===== config.mk =====
export PLATFORM = sky130hd
export DESIGN_NAME = lemon_monitor
export DESIGN_NICKNAME = d
export VERILOG_FILES = /design/src/pkg/lemon_pkg.sv /design/src/core/lemon_monitor.sv /design/src/core/lemon_pulse.sv /design/src/core/lemon_thresh.sv
export SDC_FILE = /design/constraint.sdc
export NUM_CORES = 1
export LEC_CHECK = 0
export BUFFER_PORTS_ARGS = -buffer_cell sky130_fd_sc_hd__buf_2
export CAP_MARGIN = 20
export CORE_ASPECT_RATIO = 1.5
export CORE_UTILIZATION = 50
export DETAILED_ROUTE_END_ITERATION = 8
export PLACE_DENSITY = 0.8
export SYNTH_ARGS = -nofsm -noshare
export SYNTH_HDL_FRONTEND = slang
export SYNTH_SLANG_ARGS = --single-unit

===== constraint.sdc =====
create_clock -name pclk -period 3.4 [get_ports pclk]
set_input_delay 0.34 -clock pclk [delete_from_list [all_inputs] [get_ports pclk]]
set_output_delay 0.34 -clock pclk [all_outputs]
set_load 0.02 [all_outputs]

===== src/pkg/lemon_pkg.sv =====
package lemon_pkg;
	// register byte offsets
	localparam logic [11:0] LEMON_OFF_HEADER = 12'h0100;
	localparam logic [11:0] LEMON_OFF_WAIT = 12'h0124;
	localparam logic [11:0] LEMON_OFF_IRQ_STAT = 12'h0200;
	localparam logic [11:0] LEMON_OFF_IRQ_MASK = 12'h0204;
	localparam logic [11:0] LEMON_OFF_TX_FREE = 12'h0208;
	localparam logic [11:0] LEMON_OFF_RX_CFG = 12'h020c;
	localparam logic [11:0] LEMON_OFF_RX_FREE = 12'h0210;
	// field positions and reset values
	localparam int LEMON_WAIT_LSB = 8;
	localparam int LEMON_PTR_LSB = 16;
	localparam logic [15:0] LEMON_EXT_FEAT_ID = 16'h0004;
	localparam logic [23:0] LEMON_WAIT_RST = 24'hff_ffff;
	localparam int LEMON_BLOCK_BYTES = 64;
	localparam int LEMON_TX_BUF_BYTES = 16384;
	localparam int LEMON_NUM_EVT = 9;
	localparam int LEMON_NUM_THR = 4;
	// status bit positions
	localparam int LEMON_EV_TX_DONE = 0;
	localparam int LEMON_EV_TX_ABORT = 1;
	localparam int LEMON_EV_ACK = 2;
	localparam int LEMON_EV_RETRY = 3;
	localparam int LEMON_EV_NACK = 4;
	localparam int LEMON_EV_CRC = 5;
	localparam int LEMON_EV_SYM = 6;
	localparam int LEMON_EV_CODE = 7;
	localparam int LEMON_EV_MCAST = 8;
	localparam logic [8:0] LEMON_MASK_RST = 9'h000;
	localparam logic [31:0] LEMON_RX_THR_RST = 32'h4030_2010;

	typedef enum logic [1:0] {
		LEMON_TX_IDLE = 2'b00,
		LEMON_TX_SEND = 2'b01
	} lemon_tx_state_t;
endpackage : lemon_pkg

===== src/core/lemon_monitor.sv =====
// What this block does
// - free level width log2(bytes/64)
// - free level counts free 64-byte blocks
// - one-cycle pulse per finished packet not cancelled on the same edge
// - one-cycle pulse per cancelled packet
// - pulse while packet-accepted symbol sent
// - pulse while packet-retry symbol sent
// - pulse while not-accepted symbol sent
// - pulse on received packet checksum error
// - pulse on corrupted received control symbol
// - pulse on invalid or illegal character
// - pulse on received multicast symbol
// - four buffer flags, one per threshold
// - pointer input forms header upper half
// - timeout output mirrors register bits 31:8
module lemon_monitor
	import lemon_pkg::*;
#(
	parameter int TX_BUF_BYTES = LEMON_TX_BUF_BYTES,
	parameter int RX_LW = 9
) (
	input wire logic pclk,
	input wire logic presetn,
	input wire logic psel,
	input wire logic penable,
	input wire logic pwrite,
	input wire logic [11:0] paddr,
	input wire logic [31:0] pwdata,
	output logic [31:0] prdata,
	output logic pready,
	output logic pslverr,
	output logic irq,
	input wire logic tx_done_level,
	input wire logic tx_abort_level,
	input wire logic ack_sym_level,
	input wire logic retry_sym_level,
	input wire logic nack_sym_level,
	input wire logic crc_err_level,
	input wire logic bad_sym_level,
	input wire logic bad_code_level,
	input wire logic mcast_sym_level,
	input wire logic tx_block_taken,
	input wire logic tx_block_freed,
	input wire logic [RX_LW-1:0] rx_free_blocks,
	input wire logic [15:0] next_block_pointer_in,
	output logic [$clog2(TX_BUF_BYTES/LEMON_BLOCK_BYTES)-1:0] tx_free_level,
	output logic tx_done,
	output logic tx_abort,
	output logic ack_sent,
	output logic retry_sent,
	output logic nack_sent,
	output logic crc_fail,
	output logic bad_symbol,
	output logic bad_code,
	output logic mcast_event,
	output logic rx_space_flag_level_zero,
	output logic rx_space_flag_level_one,
	output logic rx_space_flag_level_two,
	output logic rx_space_flag_level_three,
	output logic [23:0] response_timeout
);
	localparam int TXB = TX_BUF_BYTES / LEMON_BLOCK_BYTES;
	localparam int TXW = $clog2(TXB);
	if (TXB < 2 || (1 << TXW) != TXB || TX_BUF_BYTES % LEMON_BLOCK_BYTES != 0) begin : g_bad_txb
		$error("tx buffer size must be a power of two times 64, at least 128");
	end
	if (RX_LW < 1 || RX_LW > 24) begin : g_bad_rxlw
		$error("rx level width out of range");
	end

	logic [23:0] wait_q;
	logic [LEMON_NUM_EVT-1:0] stat_q, stat_d, mask_q;
	logic [31:0] thr_q;
	logic [TXW-1:0] tx_free_q, tx_free_d;
	logic [31:0] rdata_d;
	logic [LEMON_NUM_EVT-1:0] levels, pulses;
	lemon_tx_state_t tx_st_q, tx_st_d;

	// apb decode: zero wait, every access ends in its access phase
	wire logic acc = psel & penable;
	wire logic wr = acc & pwrite;
	wire logic hit_hdr = paddr == LEMON_OFF_HEADER;
	wire logic hit_wait = paddr == LEMON_OFF_WAIT;
	wire logic hit_stat = paddr == LEMON_OFF_IRQ_STAT;
	wire logic hit_mask = paddr == LEMON_OFF_IRQ_MASK;
	wire logic hit_txf = paddr == LEMON_OFF_TX_FREE;
	wire logic hit_thr = paddr == LEMON_OFF_RX_CFG;
	wire logic hit_rxf = paddr == LEMON_OFF_RX_FREE;
	wire logic mapped = hit_hdr | hit_wait | hit_stat | hit_mask | hit_txf | hit_thr | hit_rxf;
	// read-only header and level registers ignore writes without error
	assign pready = 1'b1;
	assign pslverr = acc & ~mapped;

	wire logic [31:0] header_word = {next_block_pointer_in, LEMON_EXT_FEAT_ID};

	always_comb begin
		rdata_d = 32'h0000_0000;
		if (hit_hdr)
			rdata_d = header_word;
		if (hit_wait)
			rdata_d = {wait_q, 8'h00};
		if (hit_stat)
			rdata_d = {{(32-LEMON_NUM_EVT){1'b0}}, stat_q};
		if (hit_mask)
			rdata_d = {{(32-LEMON_NUM_EVT){1'b0}}, mask_q};
		if (hit_txf)
			rdata_d = {{(32-TXW){1'b0}}, tx_free_q};
		if (hit_thr)
			rdata_d = thr_q;
		if (hit_rxf)
			rdata_d = {{(32-RX_LW){1'b0}}, rx_free_blocks};
	end
	assign prdata = acc & ~pwrite ? rdata_d : 32'h0000_0000;

	assign levels = {mcast_sym_level, bad_code_level, bad_sym_level, crc_err_level, nack_sym_level,
		retry_sym_level, ack_sym_level, tx_abort_level, tx_done_level};

	lemon_pulse #(.WIDTH(LEMON_NUM_EVT)) u_pulse (
		.pclk(pclk),
		.presetn(presetn),
		.level_in(levels),
		.pulse_out(pulses)
	);

	// tx packet tracking: the state is kept but does not gate done and abort, which count in any state
	wire logic tx_end = pulses[LEMON_EV_TX_DONE] | pulses[LEMON_EV_TX_ABORT];
	always_comb begin
		tx_st_d = tx_st_q;
		unique case (tx_st_q)
			LEMON_TX_IDLE: if (tx_block_taken) tx_st_d = LEMON_TX_SEND;
			LEMON_TX_SEND: if (tx_end) tx_st_d = LEMON_TX_IDLE;
			default: tx_st_d = LEMON_TX_IDLE;
		endcase
	end

	assign tx_done = pulses[LEMON_EV_TX_DONE] & ~pulses[LEMON_EV_TX_ABORT];
	assign tx_abort = pulses[LEMON_EV_TX_ABORT];
	assign ack_sent = pulses[LEMON_EV_ACK];
	assign retry_sent = pulses[LEMON_EV_RETRY];
	assign nack_sent = pulses[LEMON_EV_NACK];
	assign crc_fail = pulses[LEMON_EV_CRC];
	assign bad_symbol = pulses[LEMON_EV_SYM];
	assign bad_code = pulses[LEMON_EV_CODE];
	assign mcast_event = pulses[LEMON_EV_MCAST];

	// free block count, saturating both ways
	always_comb begin
		tx_free_d = tx_free_q;
		if (tx_block_taken & ~tx_block_freed & (tx_free_q != '0))
			tx_free_d = tx_free_q - 1'b1;
		else if (tx_block_freed & ~tx_block_taken & (tx_free_q != '1))
			tx_free_d = tx_free_q + 1'b1;
	end
	// full buffer is TXB blocks but the field tops out at TXB-1
	assign tx_free_level = tx_free_q;

	logic [3:0] avail;
	lemon_thresh #(.LW(RX_LW)) u_thresh (
		.pclk(pclk),
		.presetn(presetn),
		.free_blocks(rx_free_blocks),
		.thresholds(thr_q),
		.avail(avail)
	);
	assign rx_space_flag_level_zero = avail[0];
	assign rx_space_flag_level_one = avail[1];
	assign rx_space_flag_level_two = avail[2];
	assign rx_space_flag_level_three = avail[3];

	// set wins over write-one-to-clear
	wire logic [LEMON_NUM_EVT-1:0] evt = {mcast_event, bad_code, bad_symbol, crc_fail, nack_sent, retry_sent,
		ack_sent, tx_abort, tx_done};
	wire logic [LEMON_NUM_EVT-1:0] clr = (wr & hit_stat) ? pwdata[LEMON_NUM_EVT-1:0] : '0;
	assign stat_d = (stat_q & ~clr) | evt;

	always_ff @(posedge pclk or negedge presetn) begin
		if (!presetn) begin
			wait_q <= LEMON_WAIT_RST;
			stat_q <= '0;
			mask_q <= LEMON_MASK_RST;
			thr_q <= LEMON_RX_THR_RST;
			tx_free_q <= '1;
			tx_st_q <= LEMON_TX_IDLE;
		end else begin
			stat_q <= stat_d;
			tx_free_q <= tx_free_d;
			tx_st_q <= tx_st_d;
			if (wr & hit_wait)
				wait_q <= pwdata[31:LEMON_WAIT_LSB];
			if (wr & hit_mask)
				mask_q <= pwdata[LEMON_NUM_EVT-1:0];
			if (wr & hit_thr)
				thr_q <= pwdata;
		end
	end

	always_ff @(posedge pclk or negedge presetn) begin
		if (!presetn) begin
			irq <= 1'b0;
		end else begin
			irq <= |(stat_d & mask_q);
		end
	end

	assign response_timeout = wait_q;
endmodule : lemon_monitor


===== src/core/lemon_pulse.sv =====
module lemon_pulse
	import lemon_pkg::*;
#(
	parameter int WIDTH = 4
) (
	input wire logic pclk,
	input wire logic presetn,
	input wire logic [WIDTH-1:0] level_in,
	output logic [WIDTH-1:0] pulse_out
);
	logic [WIDTH-1:0] prev_q;
	logic armed_q;

	// armed after reset so a level held through reset makes no pulse
	always_ff @(posedge pclk or negedge presetn) begin
		if (!presetn) begin
			prev_q <= '0;
			armed_q <= 1'b0;
			pulse_out <= '0;
		end else begin
			prev_q <= level_in;
			armed_q <= 1'b1;
			pulse_out <= armed_q ? (level_in & ~prev_q) : '0;
		end
	end
endmodule : lemon_pulse


===== src/core/lemon_thresh.sv =====
module lemon_thresh
	import lemon_pkg::*;
#(
	parameter int LW = 9
) (
	input wire logic pclk,
	input wire logic presetn,
	input wire logic [LW-1:0] free_blocks,
	input wire logic [4*8-1:0] thresholds,
	output logic [3:0] avail
);
	genvar g;
	generate
		for (g = 0; g < LEMON_NUM_THR; g++) begin : g_thr
			wire logic hit;
			assign hit = {{(32-LW){1'b0}}, free_blocks} >= {24'h00_0000, thresholds[g*8 +: 8]};
			always_ff @(posedge pclk or negedge presetn) begin
				if (!presetn) begin
					avail[g] <= 1'b0;
				end else begin
					avail[g] <= hit;
				end
			end
		end
	endgenerate
endmodule : lemon_thresh


==> metrics.md <==
| Metric | Value |
|---|---|
| Slowest stage delay, CP | `0.39 ns` |
| Post-cts resize count | `0` |
| Clock slew at reported path FFs | `0.07 ns` |
| Slowest cell on the critical path | `dfstp_2` |
| Post-synth EDFFs | `0` |
| Clk sinks | `106` |
| Vias per std cell | `5.882` |
| Initial Util | `a little over 50%` |
| Die height | `approximately 140 um` |
| Max-slew headroom | `57.96%` |
| Synth unique cells | `a little over 60` |
| Sw Ratio | `28.88%` |
| Number of synthesis warnings | `0` |
| Pin count of the biggest net entering global routing | `90` |
| Placement Setup Slack | `0.4574 ns` |
| Required time of the critical path | `3.68 ns` |
| Final setup vio count | `0` |
| Hold crit path type | `in2reg` |
| Peak supply drop | `between 200 and 300 uV` |
| Antenna viol nets, final | `0` |
| Row count | `48` |
| First-pass GRT wire length | `between 20000 and 25000 um` |
| CTS root buffer | `clkbuf_16` |
| Nets | `800` |
| Synth top area cells | `dfrtp_1 29%, dfstp_2 16%, mux2_4 9.9%, ha_1 7.9%, mux2_2 5.8%` |
| Clk buf depth | `2` |
| Comb power frac | `20.1%` |
| Top_reg_cell synth | `dfrtp_1` |
| Synth Instances | `between 500 and 600` |
| Post-synthesis sequential area ratio | `44.57%` |
| Worst-path fanout max | `7` |
| Post-Route WL | `15810 um` |
| Reg2reg setup slack | `0.38 ns` |
| Layout cells sized above 1 | `about 44%` |
| Reg2reg end | `tx_free_level[7]` |
| Yosys top cell area share | `28.51%` |
| DIE AREA | `12560 um2` |
| PnR worst setup slack | `0.3823 ns` |
| Setup Crit Path Kind | `reg2reg` |
| DRC | `0` |
| IO Count | `approximately 170` |
| H-tree Lvls | `3` |
| Global route overflow | `0` |
| Tot GR Track Use | `approximately a quarter` |
| Fin Setup TNS | `0 ns` |
| Yosys reg bits | `around 110` |
| Period utilization | `88.76%` |
| Area leader, netlist | `dfrtp_1` |
| CTS buffer count | `9` |
| Vias | `4888` |
| Cell breakdown of the critical path | `nor4_1, nand2_1, nand3b_1, inv_1, ha_1, nor2b_1, o31a_1, o41ai_1, mux2i_1, xor2_1` |
| CTS tree | `built` |
| Int Pwr | `between 2 and 2.5 mW` |
| Later-pin clock latency in the skew report | `0.35 ns` |
| Status | `completed` |
| # fillers | `between 900 and 1000` |
| DR WL/cell | `between 15 and 20 um` |
| Total power | `roughly 3.2 mW` |
| IO buf count | `around 160` |
| Diode count | `0` |
| Crit end category | `flop` |
| Die X | `91.86 um` |
| Tightest Pin Transition | `0.6306 ns` |
| Final hold violation count | `0` |
| Unrepaired setup endpoints after global routing | `false` |
| Core box area | `11650 um2` |
| Drt pass-1 iters | `5` |
| FF-to-FF Start | `tx_free_level[1]` |
| Max-Cap Viols | `0` |
| Hpwl dp | `11740 um` |
| Slew Limit Fails | `0` |
| PwrDens | `443.5 nW/um2` |
| Synthesized area per cell | `roughly 12 um2` |
| Final Hold Slack | `0.1005 ns` |
| Lkg Pwr | `between 3 and 4 nW` |
| Net Sw Power | `0.9302 mW` |
| Max Clk Rate | `0.3314 GHz` |
| Worst Setup SP | `tx_free_level[1]` |
| Initial antenna violation count | `0` |
| Layout area overhead | `19.94%` |
| Synth async-reset ratio | `100.0%` |
| Startpoint Class | `flop` |
| Iter 0 DRT Violations | `260` |
| R2R depth | `10` |
| Min Tclk post-route | `3.018 ns` |
| Worst Skew | `just under 0.01 ns` |
| Critical path capture point | `tx_free_level[7]` |
| Sequential power share | `between 40% and 50%` |
| Post-synthesis cell area | `between 6000 and 7000 um2` |
| Clock power frac | `34.9%` |
| CP arrival | `between 3 and 4 ns` |
| Final RePlAce weighted congestion | `about 0.90` |
| Number of global-route vias before repair | `4917` |
[area by class of cell]
cell class                 count  area (um2)  area share, %
clock inverter                 4       76.32          1.051
timing repair buffer         170       893.4          12.30
tap                          150       187.7          2.584
clock buffer                  12       246.5          3.394
sequential                   106        2699          37.16
multi-input combinational    351        3018          41.55
inverter                      38       142.6          1.964
[power by group through the flow]
| stage | combinational (mW) | clock, mW | sequential, mW |
|---|---|---|---|
| 3_3_place_gp | 0.601 | 0 | 1.46 |
| 5_1_grt | 0.709 | 1.20 | 1.45 |
| 2_1_floorplan | 0.313 | 0 | 1.52 |
| 4_1_cts | 0.636 | 1.14 | 1.45 |
| 6_report | 0.648 | 1.12 | 1.45 |
| 3_5_place_dp | 0.634 | 0 | 1.47 |
[synthesized netlist by cell type (all sizes together) (2+ instances only)]
master    n
ha       38
inv      38
mux2     71
and4b     3
and3b     8
nand3b    2
o2bb2ai   2
mux2i     7
nand2    16
a21oi     7
and2      5
a31oi     2
a222oi   18
xor2      3
nor2b     6
nand4     2
o21ai    20
and3      5
o311a     5
buf      20
a22oi     9
nor3      8
nor4      8
clkbuf    8
dfstp    37
xnor2     2
or4       4
a211oi    5
dfrtp    69
nand3     8
a21o     14
nand2b    4
nor2     47
a221oi    7
[layer usage]
layer	share of wire, %	vias to the layer above	GRT usage [%]
li1	-	2214	-
met1	40	2400	31.46
met2	51	231	45.15
met3	5.0	43	2.722
met4	3.3	0	12.41
met5	0	-	0
[placed cells by master, fill, tap and decap left out, types with 18 or more instances in the layout]
cell type	synthesis	final
buf_2	10	162
dfrtp_1	69	69
nor2_1	47	47
mux2_4	40	40
inv_1	38	38
ha_1	38	38
dfstp_2	37	37
mux2_2	31	31
o21ai_0	20	20
a222oi_1	18	18
[critical path: cells and delay by family, from the launching register on]
kind	cells	cell delay [ns]
xor gates and xnor gates	1	0.19
and+or+nand+nor	4	0.87
AOI/OAI and AO/OA	2	0.59
buffers and inverters	1	0.21
adders and majority gates	1	0.35
muxes	1	0.35
DFF	1	0.39
[through the flow]
stage	util (%)	instances	cell area [um2]
6_report	62.34	831	7263
5_1_grt	62.34	831	7263
4_1_cts	62.02	829	7226
3_5_place_dp	59.25	813	6903
3_3_place_gp	59.25	813	6903
2_1_floorplan	-	523	6060
[logic make-up (layout without fill, tap and decap cells)]
kind of cell / Yosys count / count (layout) / share of synthesized area (%)
and+or+nand+nor: 131 / 131 / 11.88
DFF: 106 / 106 / 44.57
AOI/OAI and AO/OA: 96 / 96 / 12.09
muxes: 78 / 78 / 16.84
buffers and inverters: 66 / 224 / 5.661
adders and majority gates: 39 / 39 / 8.182
xor gates and xnor gates: 5 / 5 / 0.7233
other: 1 / 2 / 0.06192
[registers in the layout, summed over array words and instances (netlist names)]
name,count
irq,1
mask_q,9
response_timeout,24
stat_q,9
thr_q,32
tx_free_level,8
u_pulse.armed_q,1
u_pulse.prev_q,9
u_pulse.pulse_out,9
u_thresh.avail,4
[worst min path at each step]
stage / from / end / slack (ns) / cells past startpoint
finish: nack_sym_level / u_pulse.prev_q[4] / 0.10 / 1
global route: nack_sym_level / u_pulse.prev_q[4] / 0.09 / 1
CTS: nack_sym_level / u_pulse.prev_q[4] / 0.1 / 1
detailed placement: u_pulse.prev_q[7] / u_pulse.pulse_out[7] / 0.40 / 1
global placement: u_pulse.prev_q[7] / u_pulse.pulse_out[7] / 0.38 / 1
floorplan: presetn / irq / 0.04 / 0
[timing repair]
item,in CTS,in global routing
hold buffers,0,1
endpoints found under the setup margin,0,0
setup buffers,0,0
endpoints found under the hold margin,0,9
Note: power is estimated with default switching activity, not from simulation.
